### src/ddr_read_pkg.sv
// Purpose: shared constants and types for the sdram read link
// Assumes: 40 MHz system clock, eight banks, one command per clock
// Notes: times are held in picoseconds and turned into whole clocks
package ddr_read_pkg;
    // clock
    localparam int CLOCK_PERIOD_PS = 25000;

    // link widths
    localparam int BANKS = 8;
    localparam int BANK_W = 3;
    localparam int ADDR_W = 14;
    localparam int DATA_W = 16;
    localparam int AUTO_CLOSE_ADDRESS_BIT = 10;
    localparam int CNT_W = 6;

    // default latencies and burst
    localparam int DEF_ADDITIVE_LATENCY = 1;
    localparam int DEF_COLUMN_ACCESS_LATENCY = 3;
    localparam int DEF_BURST_LENGTH = 4;

    // device times in picoseconds
    localparam int OPEN_TO_COLUMN_DELAY_PS = 20000;
    localparam int SAME_BANK_ROW_CYCLE_TIME_PS = 55000;
    localparam int CROSS_BANK_OPEN_SPACING_PS = 7500;
    localparam int FOUR_OPEN_WINDOW_PS = 37500;
    localparam int READ_TO_CLOSE_TIME_PS = 7500;
    localparam int ROW_CLOSE_TIME_PS = 15000;

    // least time to whole clocks, rounded up, never below one
    function automatic int toCycles(input int ps);
        int c;
        c = (ps + CLOCK_PERIOD_PS - 1) / CLOCK_PERIOD_PS;
        return (c < 1) ? 1 : c;
    endfunction

    localparam int RCD_CYC = toCycles(OPEN_TO_COLUMN_DELAY_PS);
    localparam int RC_CYC = toCycles(SAME_BANK_ROW_CYCLE_TIME_PS);
    localparam int RRD_CYC = toCycles(CROSS_BANK_OPEN_SPACING_PS);
    localparam int FAW_CYC = toCycles(FOUR_OPEN_WINDOW_PS);
    localparam int RTP_CYC = toCycles(READ_TO_CLOSE_TIME_PS);
    localparam int RP_CYC = toCycles(ROW_CLOSE_TIME_PS);
    localparam int FAW_SLOTS = 4;

    // link commands
    typedef enum logic [2:0] {
        CMD_NOP = 3'h0,
        CMD_OPEN = 3'h1,
        CMD_READ = 3'h2,
        CMD_WRITE = 3'h3,
        CMD_CLOSE = 3'h4
    } cmd_type;

    // controller registers
    localparam logic [11:0] CMD_OFFSET = 12'h000;
    localparam logic [11:0] STATUS_OFFSET = 12'h004;
    localparam logic [11:0] DATA_OFFSET = 12'h008;
    localparam int CMD_OP_LSB = 0;
    localparam int CMD_BANK_LSB = 4;
    localparam int CMD_ADDR_LSB = 8;
    localparam int ST_PENDING = 0;
    localparam int ST_REJECTED = 1;
    localparam int ST_OPEN_LSB = 8;
    localparam int ST_COUNT_LSB = 16;
    localparam logic [1:0] RESP_OKAY = 2'h0;
    localparam logic [1:0] RESP_SLVERR = 2'h2;
endpackage

### src/ddr_link_if.sv
// Purpose: command and read-data link between controller and device
// Assumes: one clock; strobe complement is the inverse of the strobe
// Notes: each data signal carries the rising and falling half of a clock
`timescale 1ns/100ps
interface ddr_link_if;
    ddr_read_pkg::cmd_type cmd;
    logic [ddr_read_pkg::BANK_W-1:0] bank;
    logic [ddr_read_pkg::ADDR_W-1:0] addr;
    logic [ddr_read_pkg::DATA_W-1:0] dqRise;
    logic [ddr_read_pkg::DATA_W-1:0] dqFall;
    logic dqOe;
    logic dqsRise;
    logic dqsFall;
    logic dqsOe;

    modport controller (
        output cmd, bank, addr,
        input dqRise, dqFall, dqOe, dqsRise, dqsFall, dqsOe
    );
    modport device (
        input cmd, bank, addr,
        output dqRise, dqFall, dqOe, dqsRise, dqsFall, dqsOe
    );
endinterface

### src/ddr_read_controller.sv
// Purpose: controller end: spaces commands to meet bank and read timing
// Assumes: software writes one command at a time over axi4-lite
// Notes: never truncates a burst; reads follow each other at half a burst
`timescale 1ns/100ps
// Behaviour
// - open a row before reading or writing
// - open command carries bank and row
// - wait open-to-column delay before column access
// - same bank reopen only after close, row cycle
// - cross bank opens spaced by open spacing
// - at most four opens per window
// - read carries column, bank, auto close bit
// - auto close shuts row after burst (the device leaves the row open if the next burst starts before it is shut)
// - first element read latency after read
// - one element per clock half
// - strobe preamble and postamble around data (the device drives the preamble only, strobe is released with no postamble)
// - data pins released after last burst
// - length four bursts never interrupted
// - length eight truncated only by read
// - interrupting read exactly two clocks later
// - read data finishes before any write
// - explicit close needs read-to-close spacing (a close of all banks checks the named bank only)
// - read-to-close measured from last prefetch
// - read-to-close spacing formula with two floor
// - no bank command before row close time
module ddr_read_controller #(
    parameter int ADDITIVE_LATENCY = ddr_read_pkg::DEF_ADDITIVE_LATENCY,
    parameter int COLUMN_ACCESS_LATENCY = ddr_read_pkg::DEF_COLUMN_ACCESS_LATENCY,
    parameter int BURST_LENGTH = ddr_read_pkg::DEF_BURST_LENGTH
) (
    // clock and reset
    input wire logic clock,
    input wire logic rst,
    // axi4-lite write
    input wire logic awvalid,
    output logic awready,
    input wire logic [11:0] awaddr,
    input wire logic wvalid,
    output logic wready,
    input wire logic [31:0] wdata,
    input wire logic [3:0] wstrb,
    output logic bvalid,
    input wire logic bready,
    output logic [1:0] bresp,
    // axi4-lite read
    input wire logic arvalid,
    output logic arready,
    input wire logic [11:0] araddr,
    output logic rvalid,
    input wire logic rready,
    output logic [31:0] rdata,
    output logic [1:0] rresp,
    // link
    ddr_link_if.controller link
);
    localparam int CW = ddr_read_pkg::CNT_W;
    localparam int NB = ddr_read_pkg::BANKS;
    localparam int HALF = BURST_LENGTH / 2;
    localparam int RTP_EFF = (ddr_read_pkg::RTP_CYC > 2) ? ddr_read_pkg::RTP_CYC : 2;
    localparam int RD_TO_CLOSE = ADDITIVE_LATENCY + HALF - 2 + RTP_EFF;
    // spacing n becomes a load of n - 1
    localparam logic [CW-1:0] RCD_LOAD = CW'(ddr_read_pkg::RCD_CYC - 1);
    localparam logic [CW-1:0] RC_LOAD = CW'(ddr_read_pkg::RC_CYC - 1);
    localparam logic [CW-1:0] RRD_LOAD = CW'(ddr_read_pkg::RRD_CYC - 1);
    localparam logic [CW-1:0] FAW_LOAD = CW'(ddr_read_pkg::FAW_CYC - 1);
    localparam logic [CW-1:0] RP_LOAD = CW'(ddr_read_pkg::RP_CYC - 1);
    localparam logic [CW-1:0] RTP_LOAD = CW'(RD_TO_CLOSE - 1);
    localparam logic [CW-1:0] AUTO_LOAD = CW'(RD_TO_CLOSE + ddr_read_pkg::RP_CYC - 1);
    localparam logic [CW-1:0] GAP_LOAD = CW'(HALF - 1);
    localparam logic [CW-1:0] RD_WR_LOAD = CW'(HALF + 1);

    logic awHeld_reg;
    logic wHeld_reg;
    logic [11:0] awAddr_reg;
    logic [31:0] wData_reg;
    logic [3:0] wStrb_reg;
    logic pending_reg;
    logic rejected_reg;
    ddr_read_pkg::cmd_type op_reg;
    logic [ddr_read_pkg::BANK_W-1:0] bank_reg;
    logic [ddr_read_pkg::ADDR_W-1:0] addr_reg;
    logic [NB-1:0] open_reg;
    logic [CW-1:0] rcd_reg [NB];
    logic [CW-1:0] rc_reg [NB];
    logic [CW-1:0] rp_reg [NB];
    logic [CW-1:0] rtp_reg [NB];
    logic [CW-1:0] faw_reg [ddr_read_pkg::FAW_SLOTS];
    logic [CW-1:0] rrd_reg;
    logic [CW-1:0] gap_reg;
    logic [CW-1:0] rdWr_reg;
    logic [31:0] lastData_reg;
    logic [15:0] count_reg;
    logic doWrite;
    logic cmdWrite;
    logic badCmd;
    logic legal;
    logic issue;
    logic fawFree;
    logic [1:0] fawSel;
    logic closeAll;
    ddr_read_pkg::cmd_type newOp;
    logic [ddr_read_pkg::BANK_W-1:0] newBank;

    // count down to zero and stay there
    function automatic logic [CW-1:0] dec(input logic [CW-1:0] x);
        return (x == '0) ? '0 : x - 1'b1;
    endfunction

    // axi handshakes
    assign awready = !awHeld_reg && !bvalid;
    assign wready = !wHeld_reg && !bvalid;
    assign arready = !rvalid;
    assign doWrite = awHeld_reg && wHeld_reg && !bvalid;
    assign cmdWrite = doWrite && (awAddr_reg == ddr_read_pkg::CMD_OFFSET)
        && (wStrb_reg == 4'hf);
    assign newOp = ddr_read_pkg::cmd_type'(wData_reg[ddr_read_pkg::CMD_OP_LSB +: 3]);
    assign newBank = wData_reg[ddr_read_pkg::CMD_BANK_LSB +: ddr_read_pkg::BANK_W];

    // misuse of bank state is refused at the register
    assign badCmd = pending_reg
        || ((newOp == ddr_read_pkg::CMD_OPEN) && open_reg[newBank])
        || (((newOp == ddr_read_pkg::CMD_READ) || (newOp == ddr_read_pkg::CMD_WRITE))
        && !open_reg[newBank]);

    // write address and data capture, then response
    always_ff @(posedge clock or posedge rst) begin
        if (rst) begin
            awHeld_reg <= 1'b0;
            wHeld_reg <= 1'b0;
            awAddr_reg <= '0;
            wData_reg <= '0;
            wStrb_reg <= '0;
            bvalid <= 1'b0;
            bresp <= ddr_read_pkg::RESP_OKAY;
        end else begin
            if (awvalid && awready) begin
                awHeld_reg <= 1'b1;
                awAddr_reg <= awaddr;
            end
            if (wvalid && wready) begin
                wHeld_reg <= 1'b1;
                wData_reg <= wdata;
                wStrb_reg <= wstrb;
            end
            if (doWrite) begin
                awHeld_reg <= 1'b0;
                wHeld_reg <= 1'b0;
                bvalid <= 1'b1;
                bresp <= (awAddr_reg == ddr_read_pkg::CMD_OFFSET)
                    ? ddr_read_pkg::RESP_OKAY : ddr_read_pkg::RESP_SLVERR;
            end else if (bready) begin
                bvalid <= 1'b0;
            end
        end
    end

    // read response
    always_ff @(posedge clock or posedge rst) begin
        if (rst) begin
            rvalid <= 1'b0;
            rdata <= '0;
            rresp <= ddr_read_pkg::RESP_OKAY;
        end else if (arvalid && arready) begin
            rvalid <= 1'b1;
            rresp <= ddr_read_pkg::RESP_OKAY;
            case (araddr)
                ddr_read_pkg::STATUS_OFFSET: begin
                    rdata <= {count_reg, open_reg, 6'h00, rejected_reg, pending_reg};
                end
                ddr_read_pkg::DATA_OFFSET: begin
                    rdata <= lastData_reg;
                end
                default: begin
                    rdata <= '0;
                    rresp <= ddr_read_pkg::RESP_SLVERR;
                end
            endcase
        end else if (rready) begin
            rvalid <= 1'b0;
        end
    end

    // held command and refusal flag
    always_ff @(posedge clock or posedge rst) begin
        if (rst) begin
            pending_reg <= 1'b0;
            rejected_reg <= 1'b0;
            op_reg <= ddr_read_pkg::CMD_NOP;
            bank_reg <= '0;
            addr_reg <= '0;
        end else if (cmdWrite) begin
            rejected_reg <= badCmd;
            if (!badCmd) begin
                pending_reg <= 1'b1;
                op_reg <= newOp;
                bank_reg <= newBank;
                addr_reg <= wData_reg[ddr_read_pkg::CMD_ADDR_LSB +: ddr_read_pkg::ADDR_W];
            end
        end else if (issue) begin
            pending_reg <= 1'b0;
        end
    end

    // first free slot of the four-open window
    always_comb begin
        fawFree = 1'b0;
        fawSel = 2'h0;
        for (int i = ddr_read_pkg::FAW_SLOTS - 1; i >= 0; i--) begin
            if (faw_reg[i] == '0) begin
                fawFree = 1'b1;
                fawSel = 2'(i);
            end
        end
    end

    // timing check for the held command
    always_comb begin
        case (op_reg)
            ddr_read_pkg::CMD_OPEN: begin
                legal = (rc_reg[bank_reg] == '0) && (rrd_reg == '0) && fawFree;
            end
            ddr_read_pkg::CMD_READ: begin
                legal = (rcd_reg[bank_reg] == '0) && (gap_reg == '0);
            end
            ddr_read_pkg::CMD_WRITE: begin
                legal = (rcd_reg[bank_reg] == '0) && (gap_reg == '0)
                    && (rdWr_reg == '0);
            end
            ddr_read_pkg::CMD_CLOSE: begin
                legal = (rtp_reg[bank_reg] == '0);
            end
            default: begin
                legal = 1'b1;
            end
        endcase
        legal = legal && (rp_reg[bank_reg] == '0);
    end

    assign issue = pending_reg && legal;
    assign closeAll = addr_reg[ddr_read_pkg::AUTO_CLOSE_ADDRESS_BIT];

    // command onto the link, one clock each
    always_ff @(posedge clock or posedge rst) begin
        if (rst) begin
            link.cmd <= ddr_read_pkg::CMD_NOP;
            link.bank <= '0;
            link.addr <= '0;
        end else begin
            link.cmd <= issue ? op_reg : ddr_read_pkg::CMD_NOP;
            link.bank <= bank_reg;
            link.addr <= addr_reg;
        end
    end

    // spacing counters shared by all banks
    always_ff @(posedge clock or posedge rst) begin
        if (rst) begin
            rrd_reg <= '0;
            gap_reg <= '0;
            rdWr_reg <= '0;
            for (int i = 0; i < ddr_read_pkg::FAW_SLOTS; i++) begin
                faw_reg[i] <= '0;
            end
        end else begin
            for (int i = 0; i < ddr_read_pkg::FAW_SLOTS; i++) begin
                faw_reg[i] <= dec(faw_reg[i]);
            end
            rrd_reg <= dec(rrd_reg);
            gap_reg <= dec(gap_reg);
            rdWr_reg <= dec(rdWr_reg);
            if (issue && (op_reg == ddr_read_pkg::CMD_OPEN)) begin
                rrd_reg <= RRD_LOAD;
                faw_reg[fawSel] <= FAW_LOAD;
            end
            if (issue && ((op_reg == ddr_read_pkg::CMD_READ)
                || (op_reg == ddr_read_pkg::CMD_WRITE))) begin
                gap_reg <= GAP_LOAD;
            end
            if (issue && (op_reg == ddr_read_pkg::CMD_READ)) begin
                rdWr_reg <= RD_WR_LOAD;
            end
        end
    end

    // per-bank state and counters
    for (genvar b = 0; b < NB; b++) begin : g_bank
        logic hit;
        assign hit = issue && (bank_reg == b);
        always_ff @(posedge clock or posedge rst) begin
            if (rst) begin
                open_reg[b] <= 1'b0;
                rcd_reg[b] <= '0;
                rc_reg[b] <= '0;
                rp_reg[b] <= '0;
                rtp_reg[b] <= '0;
            end else begin
                rcd_reg[b] <= dec(rcd_reg[b]);
                rc_reg[b] <= dec(rc_reg[b]);
                rp_reg[b] <= dec(rp_reg[b]);
                rtp_reg[b] <= dec(rtp_reg[b]);
                if (hit && (op_reg == ddr_read_pkg::CMD_OPEN)) begin
                    open_reg[b] <= 1'b1;
                    rcd_reg[b] <= RCD_LOAD;
                    rc_reg[b] <= RC_LOAD;
                end
                if (hit && (op_reg == ddr_read_pkg::CMD_READ)) begin
                    rtp_reg[b] <= RTP_LOAD;
                    if (closeAll) begin
                        open_reg[b] <= 1'b0;
                        rp_reg[b] <= AUTO_LOAD;
                    end
                end
                if (hit && (op_reg == ddr_read_pkg::CMD_WRITE) && closeAll) begin
                    open_reg[b] <= 1'b0;
                    rp_reg[b] <= AUTO_LOAD;
                end
                if (issue && (op_reg == ddr_read_pkg::CMD_CLOSE)
                    && ((bank_reg == b) || closeAll)) begin
                    open_reg[b] <= 1'b0;
                    rp_reg[b] <= RP_LOAD;
                end
            end
        end
    end

    // capture of returned read data
    always_ff @(posedge clock or posedge rst) begin
        if (rst) begin
            lastData_reg <= '0;
            count_reg <= '0;
        end else if (link.dqOe) begin
            lastData_reg <= {link.dqFall, link.dqRise};
            count_reg <= count_reg + 16'h0002;
        end
    end
endmodule

### src/flat_wrapper.sv
// flat-port wrapper written by rule: the top's interface ports become plain ports
module ddr_read_controller_flat 
#(
    parameter int ADDITIVE_LATENCY = ddr_read_pkg::DEF_ADDITIVE_LATENCY,
    parameter int COLUMN_ACCESS_LATENCY = ddr_read_pkg::DEF_COLUMN_ACCESS_LATENCY,
    parameter int BURST_LENGTH = ddr_read_pkg::DEF_BURST_LENGTH
)
  (clock, rst, awvalid, awready, awaddr, wvalid, wready, wdata, wstrb, bvalid, bready, bresp, arvalid, arready, araddr, rvalid, rready, rdata, rresp, link_cmd, link_bank, link_addr, link_dqRise, link_dqFall, link_dqOe, link_dqsRise, link_dqsFall, link_dqsOe);
  ddr_link_if link_i ();
  input wire logic clock;
  input wire logic rst;
  input wire logic awvalid;
  output logic awready;
  input wire logic [11:0] awaddr;
  input wire logic wvalid;
  output logic wready;
  input wire logic [31:0] wdata;
  input wire logic [3:0] wstrb;
  output logic bvalid;
  input wire logic bready;
  output logic [1:0] bresp;
  input wire logic arvalid;
  output logic arready;
  input wire logic [11:0] araddr;
  output logic rvalid;
  input wire logic rready;
  output logic [31:0] rdata;
  output logic [1:0] rresp;
  output wire logic [$bits(link_i.cmd)-1:0] link_cmd;
  output wire logic [$bits(link_i.bank)-1:0] link_bank;
  output wire logic [$bits(link_i.addr)-1:0] link_addr;
  input wire logic [$bits(link_i.dqRise)-1:0] link_dqRise;
  input wire logic [$bits(link_i.dqFall)-1:0] link_dqFall;
  input wire logic [$bits(link_i.dqOe)-1:0] link_dqOe;
  input wire logic [$bits(link_i.dqsRise)-1:0] link_dqsRise;
  input wire logic [$bits(link_i.dqsFall)-1:0] link_dqsFall;
  input wire logic [$bits(link_i.dqsOe)-1:0] link_dqsOe;
  assign link_cmd = link_i.cmd;
  assign link_bank = link_i.bank;
  assign link_addr = link_i.addr;
  assign link_i.dqRise = link_dqRise;
  assign link_i.dqFall = link_dqFall;
  assign link_i.dqOe = link_dqOe;
  assign link_i.dqsRise = link_dqsRise;
  assign link_i.dqsFall = link_dqsFall;
  assign link_i.dqsOe = link_dqsOe;
  ddr_read_controller #(.ADDITIVE_LATENCY(ADDITIVE_LATENCY), .COLUMN_ACCESS_LATENCY(COLUMN_ACCESS_LATENCY), .BURST_LENGTH(BURST_LENGTH)) u_core (.clock(clock), .rst(rst), .awvalid(awvalid), .awready(awready), .awaddr(awaddr), .wvalid(wvalid), .wready(wready), .wdata(wdata), .wstrb(wstrb), .bvalid(bvalid), .bready(bready), .bresp(bresp), .arvalid(arvalid), .arready(arready), .araddr(araddr), .rvalid(rvalid), .rready(rready), .rdata(rdata), .rresp(rresp), .link(link_i));
endmodule
### config.mk
export PLATFORM = sky130hd
export DESIGN_NAME = ddr_read_controller_flat
export DESIGN_NICKNAME = d
export VERILOG_FILES = /design/src/ddr_read_pkg.sv /design/src/ddr_link_if.sv /design/src/ddr_read_controller.sv /design/src/flat_wrapper.sv
export SDC_FILE = /design/constraint.sdc
export NUM_CORES = 1
export LEC_CHECK = 0
export BUFFER_PORTS_ARGS = -buffer_cell sky130_fd_sc_hd__buf_2
export CAP_MARGIN = 20
export CELL_PAD_IN_SITES_DETAIL_PLACEMENT = 2
export CELL_PAD_IN_SITES_GLOBAL_PLACEMENT = 2
export CORE_MARGIN = 4
export CORE_UTILIZATION = 41
export CTS_BUF_LIST = sky130_fd_sc_hd__clkbuf_4
export CTS_CLUSTER_SIZE = 28
export DETAILED_ROUTE_END_ITERATION = 8
export HOLD_SLACK_MARGIN = 0.08
export PLACE_DENSITY = 0.8
export SLEW_MARGIN = 20
export SYNTH_ARGS = -nofsm -noshare
export SYNTH_HDL_FRONTEND = slang
export SYNTH_SLANG_ARGS = --single-unit
### constraint.sdc
create_clock -name clock -period 20.1 [get_ports clock]
set_input_delay 4.02 -clock clock [delete_from_list [all_inputs] [get_ports clock]]
set_output_delay 4.02 -clock clock [all_outputs]
set_load 0.03 [all_outputs]
* Yosys cells after proc, flatten, opt, wreduce, memory -nomap -nowiden
Index checks and enable logic that the tools add are counted.
** Word-level totals
- Input port bits :: 103
- Register bits after elaboration :: 410
- Output and inout port bits :: 61
- Word-level logic and storage cells :: 454
** Cells by class
- Muxes and demuxes :: 179
- Bitwise logic cells :: 6
- $add $sub $neg :: 40
- Eq/ne operators :: 18
- $lt $le $gt $ge :: 4
- Reductions and logical operators :: 140
** Operators with widths (number)
- 6-bit two-way mux :: 107
- 6-bit logical NOT :: 43
- 6-bit by 1-bit subtractor with 6-bit output, second input constant :: 39
- 6-bit binary-select mux with 3-bit select :: 4
- 1-bit logical AND :: 70
- 32-bit case mux with 2 select lines :: 1
- 1-bit two-way mux :: 56
- 24-bit two-way mux :: 1
- 20-bit AND :: 1
- 20-bit inverter :: 1
- 3-bit by 2-bit equality test with 1-bit output, second input constant :: 6
- 16-bit by 2-bit adder with 16-bit output, second input constant :: 1
- 3-bit equality test, second input constant :: 5
- 6-bit demux with 2-bit select :: 1
- 12-bit by 3-bit equality test with 1-bit output, second input constant :: 1
- 12-bit by 4-bit equality test with 1-bit output, second input constant :: 1
- 12-bit logical NOT :: 1
- 1-bit logical OR :: 12
- 2-bit two-way mux :: 6
- 2-bit nonzero test :: 5
- 3-bit by 1-bit equality test with 1-bit output, second input constant :: 3
- 1-bit logical NOT :: 5
- 4-bit equality test, second input constant :: 1
- 4-bit greater-or-equal comparator, second input constant :: 1
- 14 further kinds :: 15

* Longest topological paths before layout
- Depth in word-level cells :: 17
- Mapped depth :: 12
- Gate-level depth less buffers :: 9

* Least setup slack after synthesis
OpenSTA, ideal clock, no wires.
- Path type :: input to register
- From :: input araddr[9]
- To :: register u_core.rdata[0]
- Setup time :: 0.083 ns
- Path slack :: 14.551 ns
- Buffers on the path :: 1
- Required time :: 20.017 ns
- Stages :: 6
- Data arrival time :: 5.466 ns
- Cells stage by stage :: nor4_1 nand3_1 nor3b_1 clkbuf_1 a22oi_1 o21ai_0
** Between the ends
- Cells in the longest elaborated chain, start to end :: 2
- Elaborated cells on any way between the ends :: 3
- Those cells by class :: eq/ne (2); mux (1)
** Ends and longest elaborated chain
- start: declaration :: line flat_wrapper.sv:24 : input wire logic [11:0] araddr;
- 12-bit by 4-bit equality test with 1-bit output / 12-bit by 3-bit equality test with 1-bit output (equally long branches) :: line ddr_read_controller.sv:166 : case (araddr)
- 32-bit case mux with 2 select lines * :: line ddr_read_controller.sv:166
- end signal: assignment :: line ddr_read_controller.sv:168 : rdata <= {count_reg, open_reg, 6'h00, rejected_reg, pending_reg};
- end signal: assignment :: line ddr_read_controller.sv:171 : rdata <= lastData_reg;
- end: declaration :: line ddr_read_controller.sv:51 : output logic [31:0] rdata,
Every way passes the cells marked *; elsewhere a longest branch is shown, timed or not.
A chain may end at the register's enable or synchronous reset.

==> impl_metrics.tcl <==
set metrics [dict create \
    critPathKind "in -> async" \
    maxCapViolCount 0 \
    switching_share_pct 30.25 \
    final_cell_count_no_fill 2710 \
    hp-class "reg -> reg" \
    ys_ff_latch 405 \
    fin_skew_ns 0.05554 \
    fin_crit_sh_pct 31.03 \
    worst_slew_pin_slew_ns 1.074 \
    slowest_stage "buf_4" \
    wirelength_mm 57.91 \
    crit_top_cell "buf_4" \
    wl_per_cell_um 21.37 \
    run_status "finished, final reports clean" \
    grt_first_pass_wirelength_mm 94.05 \
    comb_power_share_pct 16.2 \
    fp.dieH_um 222.8 \
    p_int_mw 1.429 \
    rows 78 \
    design.die.area_um2 49630 \
    ys_types 71 \
    cp_cell_sequence "buf_2 > clkinv_8 > buf_4 > buf_4 > buf_4" \
    startpoint_type "input pin" \
    grt_pass1_vias 17160 \
    path_max_fanout 142 \
    grt_setup_unrepaired "no" \
    hold_buffers 0 \
    hold_depth 0 \
    yosysSeqAreaShare_pct 53.58 \
    fin_setup_tns_ns 0 \
    max_freq_mhz 160.3 \
    cp_data_arrival_time_ns 7.08 \
    drive_gt1_share_pct 22.64 \
    syn_area_per_cell_um2 10.50 \
    finalHoldViolations 0 \
    cts_sinks 405 \
    fin_hold_ws_ns 0.3609 \
    ys_async_sr_fraction_pct 100.0 \
    powerDensity_nw_per_um2 94.26 \
    finalCriticalPeriod_ns 6.238 \
    grt_max_degree 143 \
    nNetsFinal 2201 \
    p_sw_mw 0.6198 \
    die_w_um 222.8 \
    area_delta_synth_final_pct 14.90 \
    syn_inst 1801 \
    io_buffers 146 \
    setup_viol 0 \
    drc 0 \
    multi_input_area_um2 8194 \
    cts.repair.resized 0 \
    clock-root-buffer "clkbuf_4" \
    drtIter0Drc 754 \
    fillers 4818 \
    cp-end-kind "asynchronous set/reset pin" \
    h-tree-depth 3 \
    netlist_area_um2 18910 \
    worstPathRequired_ns 20.94 \
    start_util_pct 41.59 \
    dr_total_vias 14690 \
    clk_latency_ns 0.85 \
    antenna_found_initial 3 \
    first_pass_iters 5 \
    seqPwrFrac_pct 47.4 \
    slew_viol_final 0 \
    track_usage_pct 23.35 \
    grt-ovfl-total 0 \
    peakVddDrop_mv 0.05387 \
    pin_count 164 \
    clockBufferDepth 3 \
    relSlewSlack_pct 27.86 \
    ys_warn_count 0 \
    r2r.worst_path.cells 11 \
    slowest_delay_ns 0.83 \
    core_region_area_um2 45480 \
    synth_ff_type "dfrtp_1" \
    seqCellArea_um2 10130 \
    dp_cells 2511 \
    cellLeakagePower_nw 10.68 \
    power_frac_clock_pct 36.3 \
    hpwl_mm 37.93 \
    synth-edff-count 0 \
    avgViaCountPerCell 5.419 \
    antenna_left 0 \
    numCtsBuffers 109 \
    clk_pin_slew_ns 0.07 \
    fin_util_pct 47.79 \
    cts_tree "yes" \
    post_cts_buffers 0 \
    place_congestion 0.7938 \
]
==> routing by layer <==
layer  global-route usage (%)  wire length [um]  vias up
met3                    4.518              2212      107
met4                    7.914              1668        0
li1                         -                 -     6715
met5                        0                 0        -
met1                    27.74             23830     7592
met2                    42.36             30200      271
==> Yosys cell counts, types with 4 or more instances <==
cell / n / share of area, %
nor3b_1: 7 / 0.28
o21a_1: 16 / 0.64
or2_2: 12 / 0.40
nand2_1: 162 / 3.2
nor4_1: 25 / 0.83
nor4b_1: 5 / 0.23
nor2b_1: 9 / 0.30
a31oi_1: 4 / 0.13
buf_1: 4 / 0.079
a21o_1: 7 / 0.28
buf_4: 4 / 0.16
a22oi_1: 26 / 1.0
mux2_2: 94 / 5.6
inv_1: 93 / 1.8
or3_1: 16 / 0.53
buf_2: 14 / 0.37
mux2i_1: 4 / 0.21
xor2_1: 38 / 1.8
o31ai_1: 6 / 0.24
o22ai_1: 27 / 0.89
clkbuf_1: 36 / 0.71
nor2_1: 196 / 3.9
dfrtp_1: 405 / 54
o41ai_1: 8 / 0.37
xnor2_1: 92 / 4.3
nor3_1: 157 / 4.2
nand3_1: 37 / 0.98
a211oi_1: 10 / 0.40
nand3b_1: 11 / 0.44
nand4_1: 9 / 0.30
o21ai_0: 58 / 1.5
nand2b_1: 20 / 0.66
and3b_1: 5 / 0.23
a21oi_1: 38 / 1.0
a311oi_1: 4 / 0.19
and3_1: 9 / 0.30
ha_1: 76 / 5.0
and2_1: 11 / 0.36
==> worst paths after layout <==
| path | endpoint | start | slack [ns] |
|---|---|---|---|
| max | u_core.addr_reg[6]$_DFFE_PP0P_ | rst | 13.86 |
| min | u_core.link.addr[7]$_DFF_PP0_ | u_core.addr_reg[7]$_DFFE_PP0P_ | 0.36 |
| max reg2reg | u_core.open_reg[6]$_DFF_PP0_ | u_core.bank_reg[1]$_DFFE_PP0P_ | 16.01 |
| min reg2reg | u_core.link.addr[7]$_DFF_PP0_ | u_core.addr_reg[7]$_DFFE_PP0P_ | 0.36 |
| max in group clock | wready | u_core.bvalid$_DFFE_PP0P_ | 14.39 |
| min in group asynchronous | u_core.lastData_reg[21]$_DFFE_PP0P_ | rst | 3.31 |
==> through the flow <==
stage                     instance area [um^2]  power [mW]  worst slack [ns]
final                                    21730       2.049             13.86
after global routing                     21730       2.179             13.40
after CTS                                21700       2.082             13.27
after detailed placement                 20320       1.311             12.36
after global placement                   20320       1.278             12.44
after floorplan                          18920       1.209             4.814
==> power by group through the flow <==
stage / clock network [mW] / logic (mW) / registers [mW]
global placement: 0 / 0.301 / 0.976
detailed placement: 0 / 0.325 / 0.986
finish: 0.744 / 0.332 / 0.972
floorplan: 0 / 0.244 / 0.965
CTS: 0.772 / 0.337 / 0.972
global route: 0.824 / 0.372 / 0.983
==> final cells by class <==
cell class / count / share of cell area [%]
flip-flops and latches: 405 / 46.63
multi-input cells: 1244 / 37.70
clock buffers: 169 / 5.838
repair buffers: 169 / 4.174
well taps: 600 / 3.454
inverters: 93 / 1.664
clock inverters: 27 / 0.5009
diodes: 3 / 0.03454
==> worst max-delay path: cells and delay by family <==
family                 cells  cell delay, ns
buffers and inverters      5            2.96
==> cell usage in the layout (no fill, tap or decap), types with 5 or more instances in the layout <==
cell type  count
and3_1         9
nand3b_1      11
clkbuf_4     169
o22ai_1       27
a22oi_1       26
dfrtp_1      405
and2_1        11
buf_2        146
a21o_1         7
nor2_1       196
a211oi_1      10
nand2b_1      20
nor3_1       156
mux2_2        94
o21a_1        16
nand3_1       37
nor3b_1        5
nor4b_1        5
nor2b_1        9
xor2_1        38
and3b_1        5
nand4_1        9
nand2_1      161
a21oi_1       38
buf_4         22
o21ai_0       57
ha_1          76
or3_1         16
o31ai_1        6
clkinv_1      20
inv_1         92
nor4_1        24
xnor2_1       92
or2_2         12
o41ai_1        8
==> logic make-up after synthesis <==
family	share of synthesized area [%]
AO/OA/AOI/OAI	8.117
XOR/XNOR	6.020
adder cells (fa/ha/maj)	5.027
buffers and inverters	3.288
flip-flops	53.58
multiplexers	6.046
other	0.01983
AND/OR/NAND/NOR	17.90
(Power assumes the default switching activity.)
